**src/design/sysconf_defines.svh**
```systemverilog
// constants for the system configuration block
`ifndef SYSCONF_DEFINES_SVH
`define SYSCONF_DEFINES_SVH
// apb byte offsets
`define OFF_CFG        12'h000
`define OFF_STRAP      12'h004
`define OFF_ARB_EXT    12'h008
`define OFF_ACK        12'h00c
`define OFF_DECODE     12'h010
`define OFF_MOD_ARB    12'h014
`define OFF_CS_PORT    12'h018
// config register field positions
`define CFG_ARB_LSB    0
`define CFG_SHOW_LSB   4
`define CFG_MAP_BIT    6
`define CFG_SUPV_BIT   7
// reset values
`define CFG_RESET      32'h0000_008f
`define SIM_ARB_RESET  4'hf
`define MOD_ARB_RESET  4'h0
// clocks after release during which the strap filter may still load
`define STRAP_WINDOW   3'h5
// register block base upper bits (m111) and middle address bits (ff)
`define BLK_LOW_BITS   3'h7
`define BLK_MID        8'hff
// count of other interrupt modules and chip selects
`define N_MODS         4
`define N_CS           12
`endif

```
**src/design/sysconf_pkg.sv**
```systemverilog
// types for the system configuration block
package sysconf_pkg;
	typedef enum logic [1:0] {
		SHOW_OFF_ARB  = 2'b00,
		SHOW_NO_ARB   = 2'b01,
		SHOW_ARB      = 2'b10,
		SHOW_ARB_HALT = 2'b11
	} show_mode_t;
	typedef enum logic [1:0] {
		ARB_IDLE = 2'b00,
		ARB_RUN  = 2'b01,
		ARB_DONE = 2'b10
	} arb_state_t;
endpackage

```
**src/design/system_config.sv**
```systemverilog
// system configuration: reset straps, register map, irq arbitration, show cycles
// Overview of operation
// [RL1] data pins sampled during reset latch operating configuration; high default, low alternate
// [RL2] clock-mode strap high picks synth oscillator, low picks crystal input
// [RL3] breakpoint pin low at reset enables background debug mode
// [RL4] data0 low gives 8-bit boot select; data8/9 low give ports
// [RL5] other module pins default to input ports out of reset
// [RL6] registers decode in one 4-Kbyte block placed by module map bit
// [RL7] block address bits 23..20 equal m111
// [RL8] unused block addresses go external; reserved blocks do not
// [RL9] some registers reachable only with supervisor privilege
// [RL10] equal-level requests resolved by serial bitwise contention of priority fields
// [RL11] contention runs on every acknowledge, even a single request
// [RL12] zero priority field wins nothing; recognized zero request is spurious
// [RL13] integration module field arbitrates external requests
// [RL14] reset loads integration field 1111, others 0000
// [RL15] show cycles drive internal transfers to external pins
// [RL16] show field selects show cycles, arbitration and halt on grant
// [RL17] twelve chip selects, also usable as output port
// [RL18] test_mode_strap low at reset enables slave mode; read-only flag
// [RL19] internal bus has 24 address and 16 data lines
// [RL20] strapping holds mode pins steady for whole reset
//
// Chosen here: the APB interface to the registers and the placing of the registers.
`timescale 1ns/10ps
`include "sysconf_defines.svh"
module system_config (
	// clock and reset
	input  wire logic                     pclk,
	input  wire logic                     presetn,
	// apb slave
	input  wire logic                     psel,
	input  wire logic                     penable,
	input  wire logic                     pwrite,
	input  wire logic [11:0]              paddr,
	input  wire logic [31:0]              pwdata,
	output logic      [31:0]              prdata,
	output logic                          pready,
	output logic                          pslverr,
	// strap pins, held during reset
	input  wire logic [11:0]              data_strap_pins,
	input  wire logic                     clock_source_strap,
	input  wire logic                     breakpoint_pin,
	// internal bus address decode
	input  wire logic [23:0]              imb_addr, // RL19
	input  wire logic                     imb_supervisor,
	input  wire logic                     imb_reserved,
	output logic                          imb_internal_hit,
	output logic                          imb_external,
	output logic                          imb_priv_fault,
	// interrupt arbitration
	input  wire logic                     irq_ack,
	input  wire logic [`N_MODS-1:0]       mod_irq_req,
	input  wire logic                     ext_irq_req,
	output logic      [`N_MODS:0]         arb_winner,
	output logic                          arb_done,
	output logic                          arb_spurious,
	// strap-derived configuration
	output logic                          sel_synth_oscillator,
	output logic                          background_enabled,
	output logic                          boot_8bit,
	output logic                          port_e_mode,
	output logic                          port_f_mode,
	output logic                          slave_enabled_flag,
	output logic      [`N_MODS-1:0]       module_pins_are_ports,
	// show cycles and external arbitration
	output sysconf_pkg::show_mode_t       show_cycle_select,
	output logic                          show_cycles_on,
	output logic                          ext_arb_enabled,
	output logic                          halt_on_grant,
	output logic      [`N_CS-1:0]         cs_port_data
);
	import sysconf_pkg::*;

	// strap capture: three stages, change accepted when stage 2 and 3 agree
	logic [13:0] s1_r, s2_r, s3_r, strap_r, s_nxt;
	logic [2:0]  strap_win_r, strap_win_nxt;
	logic [31:0] cfg_r, cfg_nxt;
	logic [`N_MODS*4-1:0] marb_r, marb_nxt;
	logic [`N_CS-1:0] csp_r, csp_nxt;
	logic [31:0] rd_nxt, prdata_r;
	// contention state
	arb_state_t  st_r, st_nxt;
	logic [1:0]  bit_r, bit_nxt;
	logic [`N_MODS:0] cand_r, cand_nxt;
	logic        spur_r, spur_nxt;
	logic [3:0]  prio [0:`N_MODS];
	logic        wr;
	logic [`N_MODS:0] ones, fin, nz;
	logic        live;

	// strap sampling: the window stays open a few clocks past release so the filter settles
	always_comb begin
		s_nxt         = strap_r;
		strap_win_nxt = strap_win_r;
		if (strap_win_r != 3'h0)
			strap_win_nxt = strap_win_r - 3'h1;
		if (strap_win_r != 3'h0 && (s2_r == s3_r))
			s_nxt = s3_r; // RL1
	end
	// filter preset to all ones, the default level, so an unsettled pin never reads as low
	always_ff @(posedge pclk or negedge presetn) begin
		if (!presetn) begin
			s1_r        <= 14'h3fff;
			s2_r        <= 14'h3fff;
			s3_r        <= 14'h3fff;
			strap_r     <= 14'h3fff;
			strap_win_r <= `STRAP_WINDOW;
		end else begin
			s1_r        <= {breakpoint_pin, clock_source_strap, data_strap_pins};
			s2_r        <= s1_r;
			s3_r        <= s2_r;
			strap_r     <= s_nxt;
			strap_win_r <= strap_win_nxt;
		end
	end
	// strap decodes, low selects alternate function
	// these stay fixed once the window closes; software sees the raw levels at the strap offset
	assign boot_8bit            = ~strap_r[0];   // RL4
	assign port_e_mode          = ~strap_r[8];   // RL4
	assign port_f_mode          = ~strap_r[9];   // RL4
	assign slave_enabled_flag   = ~strap_r[11];  // RL18
	assign sel_synth_oscillator = strap_r[12];   // RL2
	assign background_enabled   = ~strap_r[13];  // RL3
	assign module_pins_are_ports = {`N_MODS{1'b1}}; // RL5

	// apb register writes
	// writes land in the access phase; pready is tied high so there are no wait states
	assign wr = psel && penable && pwrite;
	always_comb begin
		cfg_nxt  = cfg_r;
		marb_nxt = marb_r;
		csp_nxt  = csp_r;
		if (wr && paddr == `OFF_CFG)
			cfg_nxt = {24'h0, pwdata[7:0]};
		if (wr && paddr == `OFF_MOD_ARB)
			marb_nxt = pwdata[`N_MODS*4-1:0];
		if (wr && paddr == `OFF_CS_PORT)
			csp_nxt = pwdata[`N_CS-1:0]; // RL17
	end
	always_ff @(posedge pclk or negedge presetn) begin
		if (!presetn) begin
			cfg_r  <= `CFG_RESET;                 // RL14
			marb_r <= {`N_MODS{`MOD_ARB_RESET}};  // RL14
			csp_r  <= '0;
		end else begin
			cfg_r  <= cfg_nxt;
			marb_r <= marb_nxt;
			csp_r  <= csp_nxt;
		end
	end

	// apb read mux, registered for data output
	always_comb begin
		rd_nxt = prdata_r;
		// capture in the setup cycle so the word already stands in the access phase
		if (psel && !penable) begin
			case (paddr)
			`OFF_CFG:     rd_nxt = cfg_r;
			`OFF_STRAP:   rd_nxt = {18'h0, strap_r};
			`OFF_ACK:     rd_nxt = {24'h0, spur_r, arb_done, 1'b0, arb_winner};
			`OFF_MOD_ARB: rd_nxt = {16'h0, marb_r};
			`OFF_CS_PORT: rd_nxt = {20'h0, csp_r};
			default:      rd_nxt = 32'h0;
			endcase
		end
	end
	always_ff @(posedge pclk or negedge presetn) begin
		if (!presetn)
			prdata_r <= 32'h0;
		else
			prdata_r <= rd_nxt;
	end
	assign prdata  = prdata_r;
	assign pready  = 1'b1;
	// unmapped offsets answer with an error in the access phase and read as zero
	assign pslverr = psel && penable && !(paddr == `OFF_CFG || paddr == `OFF_STRAP
		|| paddr == `OFF_ACK || paddr == `OFF_MOD_ARB || paddr == `OFF_CS_PORT);

	// register block decode
	// the block sits at m111 ff in the top twelve bits; m follows the map bit live
	always_comb begin
		imb_internal_hit = (imb_addr[23:20] == {cfg_r[`CFG_MAP_BIT], `BLK_LOW_BITS}) // RL7
			&& (imb_addr[19:12] == `BLK_MID); // RL6
		imb_priv_fault = imb_internal_hit && cfg_r[`CFG_SUPV_BIT] && !imb_supervisor; // RL9
		imb_external   = !imb_internal_hit || !imb_reserved; // RL8
	end

	// show-cycle control
	// mode 01 is the only one that locks out external masters
	assign show_cycle_select = show_mode_t'(cfg_r[5:4]);        // RL16
	assign show_cycles_on    = show_cycle_select != SHOW_OFF_ARB; // RL15
	assign ext_arb_enabled   = show_cycle_select != SHOW_NO_ARB;  // RL16
	assign halt_on_grant     = show_cycle_select == SHOW_ARB_HALT;
	assign cs_port_data      = csp_r;

	// arbitration fields: index 0 is this module on behalf of external requests
	always_comb begin
		prio[0] = cfg_r[3:0]; // RL13
		for (int i = 0; i < `N_MODS; i++)
			prio[i+1] = marb_r[i*4 +: 4];
		// a zero field may take part in contention but can never be served
		for (int i = 0; i <= `N_MODS; i++)
			nz[i] = prio[i] != 4'h0;
	end

	// serial contention, msb first, one bit per clock
	always_comb begin
		st_nxt   = st_r;
		bit_nxt  = bit_r;
		cand_nxt = cand_r;
		spur_nxt = spur_r;
		// scratch values default so no latch is inferred
		ones     = '0;
		fin      = cand_r;
		live     = 1'b0;
		case (st_r)
		ARB_IDLE: begin
			// requests are levels; they are frozen into the candidate set at the acknowledge
			if (irq_ack) begin // RL11
				cand_nxt = {mod_irq_req, ext_irq_req};
				bit_nxt  = 2'd3;
				spur_nxt = 1'b0;
				st_nxt   = ARB_RUN;
			end
		end
		ARB_RUN: begin
			for (int i = 0; i <= `N_MODS; i++)
				ones[i] = cand_r[i] && prio[i][bit_r];
			// a bit on which nobody drives a one eliminates nobody
			if (ones != '0)
				fin = ones; // RL10
			cand_nxt = fin;
			bit_nxt  = bit_r - 2'd1;
			if (bit_r == 2'd0) begin
				st_nxt   = ARB_DONE;
				live     = (fin & nz) != '0;
				spur_nxt = !live; // RL12
			end
		end
		ARB_DONE: st_nxt = ARB_IDLE;
		default:  st_nxt = ARB_IDLE;
		endcase
	end
	always_ff @(posedge pclk or negedge presetn) begin
		if (!presetn) begin
			st_r   <= ARB_IDLE;
			bit_r  <= 2'd0;
			cand_r <= '0;
			spur_r <= 1'b0;
		end else begin
			st_r   <= st_nxt;
			bit_r  <= bit_nxt;
			cand_r <= cand_nxt;
			spur_r <= spur_nxt;
		end
	end
	assign arb_done     = st_r == ARB_DONE;
	assign arb_spurious = arb_done && spur_r;
	assign arb_winner   = (arb_done && !spur_r) ? cand_r : '0;

	// checks
	a_map_base: assert property (@(posedge pclk) disable iff (!presetn) // RL6
		imb_addr[23:12] == 12'h7ff && !cfg_r[6] |-> imb_internal_hit) else $error("map0 miss");
	a_map_high: assert property (@(posedge pclk) disable iff (!presetn) // RL7
		imb_internal_hit |-> imb_addr[22:20] == 3'h7) else $error("bad block");
	a_arb_len: assert property (@(posedge pclk) disable iff (!presetn) // RL11
		st_r == ARB_IDLE && irq_ack |-> ##5 arb_done) else $error("arb length");
	a_arb_zero: assert property (@(posedge pclk) disable iff (!presetn) // RL12
		arb_done && !spur_r |-> cand_r != '0 && (cand_r & nz) == cand_r) else $error("no winner");
	a_show_arb: assert property (@(posedge pclk) disable iff (!presetn) // RL16
		cfg_r[5:4] == 2'b01 |-> !ext_arb_enabled && show_cycles_on) else $error("show mode");
	a_priv_blk: assert property (@(posedge pclk) disable iff (!presetn) // RL9
		imb_priv_fault |-> !imb_supervisor) else $error("priv fault");
	a_ext_resv: assert property (@(posedge pclk) disable iff (!presetn) // RL8
		imb_internal_hit && imb_reserved |-> !imb_external) else $error("reserved external");
	a_strap_hold: assert property (@(posedge pclk) disable iff (!presetn) // RL1
		strap_win_r == 3'h0 |=> $stable(strap_r)) else $error("strap moved");

	// checks: block placement, routing and privilege
	a_map_top: assert property (@(posedge pclk) disable iff (!presetn) // RL6
		imb_addr[23:12] == 12'hfff && cfg_r[6] |-> imb_internal_hit) else $error("map1 miss");
	a_map_out: assert property (@(posedge pclk) disable iff (!presetn) // RL8
		!imb_internal_hit |-> imb_external) else $error("outside not external");
	a_priv_user: assert property (@(posedge pclk) disable iff (!presetn) // RL9
		imb_internal_hit && cfg_r[7] && !imb_supervisor |-> imb_priv_fault) else $error("user not blocked");

	// checks: serial contention
	a_arb_bits: assert property (@(posedge pclk) disable iff (!presetn) // RL11
		st_r == ARB_IDLE && irq_ack |=> st_r == ARB_RUN && bit_r == 2'd3) else $error("arb start");
	a_arb_pulse: assert property (@(posedge pclk) disable iff (!presetn) // RL11
		arb_done |=> !arb_done) else $error("done too long");
	a_arb_narrow: assert property (@(posedge pclk) disable iff (!presetn) // RL10
		st_r == ARB_RUN |=> (cand_r & ~$past(cand_r)) == '0) else $error("candidate added");
	a_arb_spur: assert property (@(posedge pclk) disable iff (!presetn) // RL12
		arb_done && spur_r |-> (cand_r & nz) == '0 && arb_winner == '0) else $error("bad spurious");

	// checks: show cycles and straps
	a_show_halt: assert property (@(posedge pclk) disable iff (!presetn) // RL16
		cfg_r[5:4] == 2'b11 |-> halt_on_grant && ext_arb_enabled && show_cycles_on) else $error("halt mode");
	a_show_off: assert property (@(posedge pclk) disable iff (!presetn) // RL15
		cfg_r[5:4] == 2'b00 |-> !show_cycles_on && ext_arb_enabled && !halt_on_grant) else $error("show off");
	a_slave_hold: assert property (@(posedge pclk) disable iff (!presetn) // RL18
		strap_win_r == 3'h0 |=> $stable(slave_enabled_flag) && $stable(boot_8bit)) else $error("flag moved");
endmodule

```
**config.mk**
```make
export PLATFORM = sky130hd
export DESIGN_NAME = system_config
export DESIGN_NICKNAME = d
export VERILOG_FILES = /design/src/design/sysconf_pkg.sv /design/src/design/system_config.sv
export VERILOG_INCLUDE_DIRS = /design/src /design/src/design
export SDC_FILE = /design/constraint.sdc
export NUM_CORES = 1
export LEC_CHECK = 0
export BUFFER_PORTS_ARGS = -buffer_cell sky130_fd_sc_hd__buf_4
export CAP_MARGIN = 15
export CORE_UTILIZATION = 51
export DETAILED_ROUTE_END_ITERATION = 8
export HOLD_SLACK_MARGIN = 0.15
export PLACE_DENSITY = 0.9
export SYNTH_ARGS = -nofsm -noshare
export SYNTH_HDL_FRONTEND = slang
export SYNTH_SLANG_ARGS = --single-unit
```
**constraint.sdc**
```tcl
create_clock -name pclk -period 3 [get_ports pclk]
set_input_delay 0.6 -clock pclk [delete_from_list [all_inputs] [get_ports pclk]]
set_output_delay 0.6 -clock pclk [all_outputs]
set_load 0.05 [all_outputs]
```
==> metrics.txt <==
Crit path required time about 2.4 ns; Mapped Cells roughly 440; Post-Syn Area about 0.0054 mm²; reg-to-reg endpoint cand_r[3]; Area after DPL 0.00637 mm²; CTS max path bufs 2; GRT Util Overall between 20 and 25%; setup_tns 0 ns; Setup crit start st_r[0]; R2R cell count 5; period utilization about nine tenths; clock root buffer clkbuf_8; Max Fanout on Critical Path 19; reg2reg start bit_r[0]; TritonCTS buffer count 17; Post-CTS Setup Bufs 0; worst skew pair latency 0.52 ns; DRT Wirelength 12.8 mm; FF-to-FF setup slack between 0.6 and 0.7 ns; row count 37; drt initial violations 270; Starting Density 52.7%; nets roughly 650; unrepaired setup endpoints after global routing no; # port buffers ~120; Sink Count about 120; ANT cells 0; sequential fraction of the synthesis area between 50% and 60%; Final Instance Count excl. Fillers a little over 700; Main synth FF type dfstp_2; die width between 100 and 150 µm; Synth async-reset ratio 100%; Syn. warnings 0; P&R area growth vs syn 27.7%; number of global-route vias before repair approximately 4,100; VDD IR-drop max approximately 0.55 mV; Worst-path clk slew approximately 0.060 ns; Setup crit end kind primary output; worst hold slack ~0.18 ns; pwr/cell area ~640 mW/mm²; post-route design area 0.00694 mm²; GRT Residual Overflow 0; DPL Wire Length slightly above 9 mm; Distinct cells, synth 52; Final Hold Viols 0; gp weighted congestion around 0.87; critical path data arrival time about 2.1 ns; clk_skew 0.00616 ns; critical path startpoint category flop; core area 0.0103 mm²; Layout Utilization roughly 67%; DR vias about 3,900; Pleak ~0.0032 µW; max_slew headroom 49.6%; FF+latch count, synth approximately 120; commonest non-fill, non-tap cells in the layout 119 x buf_4, 63 x dfstp_2, 58 x dfrtp_1; drt first pass iters 4; Synth Area per Inst between 10 and 15 µm²; global-route wire length before repair ~20 mm; status complete, no violations; H-tree depth 4; HP Start data_strap_pins[8]; cell count after placement between 600 and 700; Slew Limit Fails 0; layout cells sized above 1 around half; Post-synth EDFFs 0; worst setup path class reg2out; largest net degree at the start of global routing about 70; Final Setup Violations 0; maxcap violations 0; io pins ~170; CTS tree done; worst hold path type in2reg; fmax 0.365 GHz; initial antenna violation count 0; die area 0.0111 mm²; hold path endpoint s1_r[8]; drt wl/cell between 15 and 20 µm; hold path depth 1; Worst Tran Pin Value 0.754 ns; post-route minimum period around 2.7 ns; commonest non-fill, non-tap cell in the layout buf_4; Post-route DRC 0; fillers about 740; Vias/cell ~5.5; Die H 105 µm; antenna viol nets, final 0
==> worst max-delay path by stage <==
stage,endpoint
6_report,arb_winner[4]
5_1_grt,arb_winner[3]
4_1_cts,arb_winner[4]
3_5_place_dp,cs_port_data[8]
3_3_place_gp,cs_port_data[7]
2_1_floorplan,pslverr
==> critical path, stage by stage, from the launching register on <==
cell and delay (ns):
dfrtp_1 0.56, nor3b_1 0.63, and2_1 0.23, buf_4 0.20
==> routing by layer <==
layer	global-route usage, %	routed length, µm
met1	28.1	4900
met2	42.2	6560
met3	7.30	974
met4	11.0	360
met5	0	0
==> stage by stage <==
step,worst slack (ns),total power (µW)
3_5_place_dp,0.217,2540
3_3_place_gp,0.271,2500
6_report,0.261,4470
5_1_grt,0.113,4640
4_1_cts,0.252,4490
2_1_floorplan,0.181,2320
==> registers in the layout, indices dropped and copies added, names as in the netlist <==
| name | count |
|---|---|
| marb_r | 16 |
| prdata | 16 |
| s1_r | 14 |
| s2_r | 14 |
| s3_r | 14 |
| strap_r | 14 |
| cs_port_data | 12 |
| cfg_r | 8 |
| cand_r | 5 |
| strap_win_r | 3 |
| bit_r | 2 |
| st_r | 2 |
| spur_r | 1 |
==> kinds of logic after synthesis <==
family	after synthesis	synth area share, %
DFF	121	57.1
buffers and inverters	51	5.52
adders and majority gates	3	0.691
and+or+nand+nor	95	9.76
other	2	0.138
muxes	71	14.8
AOI/OAI and AO/OA	76	9.34
xor gates and xnor gates	16	2.58
==> cells in the mapped netlist (3+ instances only) <==
| cell | n | area [µm²] |
|---|---|---|
| dfrtp_1 | 58 | 1450 |
| a21oi_1 | 12 | 60.1 |
| nand4_1 | 5 | 31.3 |
| o41ai_1 | 6 | 52.6 |
| xor2_1 | 5 | 43.8 |
| o22ai_1 | 7 | 43.8 |
| xnor2_1 | 11 | 96.3 |
| buf_4 | 25 | 188 |
| ha_1 | 3 | 37.5 |
| nand2_1 | 27 | 101 |
| inv_1 | 11 | 41.3 |
| buf_2 | 3 | 15.0 |
| or2_2 | 3 | 18.8 |
| mux2i_1 | 13 | 130 |
| dfstp_2 | 63 | 1660 |
| nor2b_1 | 6 | 37.5 |
| a32o_1 | 3 | 30.0 |
| mux2_2 | 56 | 631 |
| nor2_1 | 15 | 56.3 |
| and2_1 | 9 | 56.3 |
| clkbuf_1 | 10 | 37.5 |
| a221oi_1 | 5 | 43.8 |
| nand3_1 | 4 | 20.0 |
| nand2b_1 | 9 | 56.3 |
| a22oi_1 | 10 | 75.1 |
| o221ai_1 | 3 | 26.3 |
| o21ai_0 | 22 | 110 |
==> power breakdown <==
part / internal, µW / switching (µW)
clock: 1130 / 816
sequential: 1750 / 179
combinational: 260 / 342
total: 3140 / 1340
==> area by class of cell <==
cell class / instances / area (µm²) / area share, %
clock buffer: 17 / 414 / 5.97
clock inverter: 15 / 151 / 2.18
inverter: 11 / 41.3 / 0.595
multi-input combinational: 282 / 2120 / 30.5
sequential: 121 / 3110 / 44.7
tap: 136 / 170 / 2.45
timing repair buffer: 122 / 943 / 13.6
==> timing repair <==
| item | CTS | global route |
|---|---|---|
| hold buffers | 1 | 0 |
| setup endpoints to repair | 0 | 0 |
| gates resized for setup | 0 | 0 |
| hold endpoints to repair | 10 | 0 |
No activity file was read; power rests on OpenSTA's default activity.
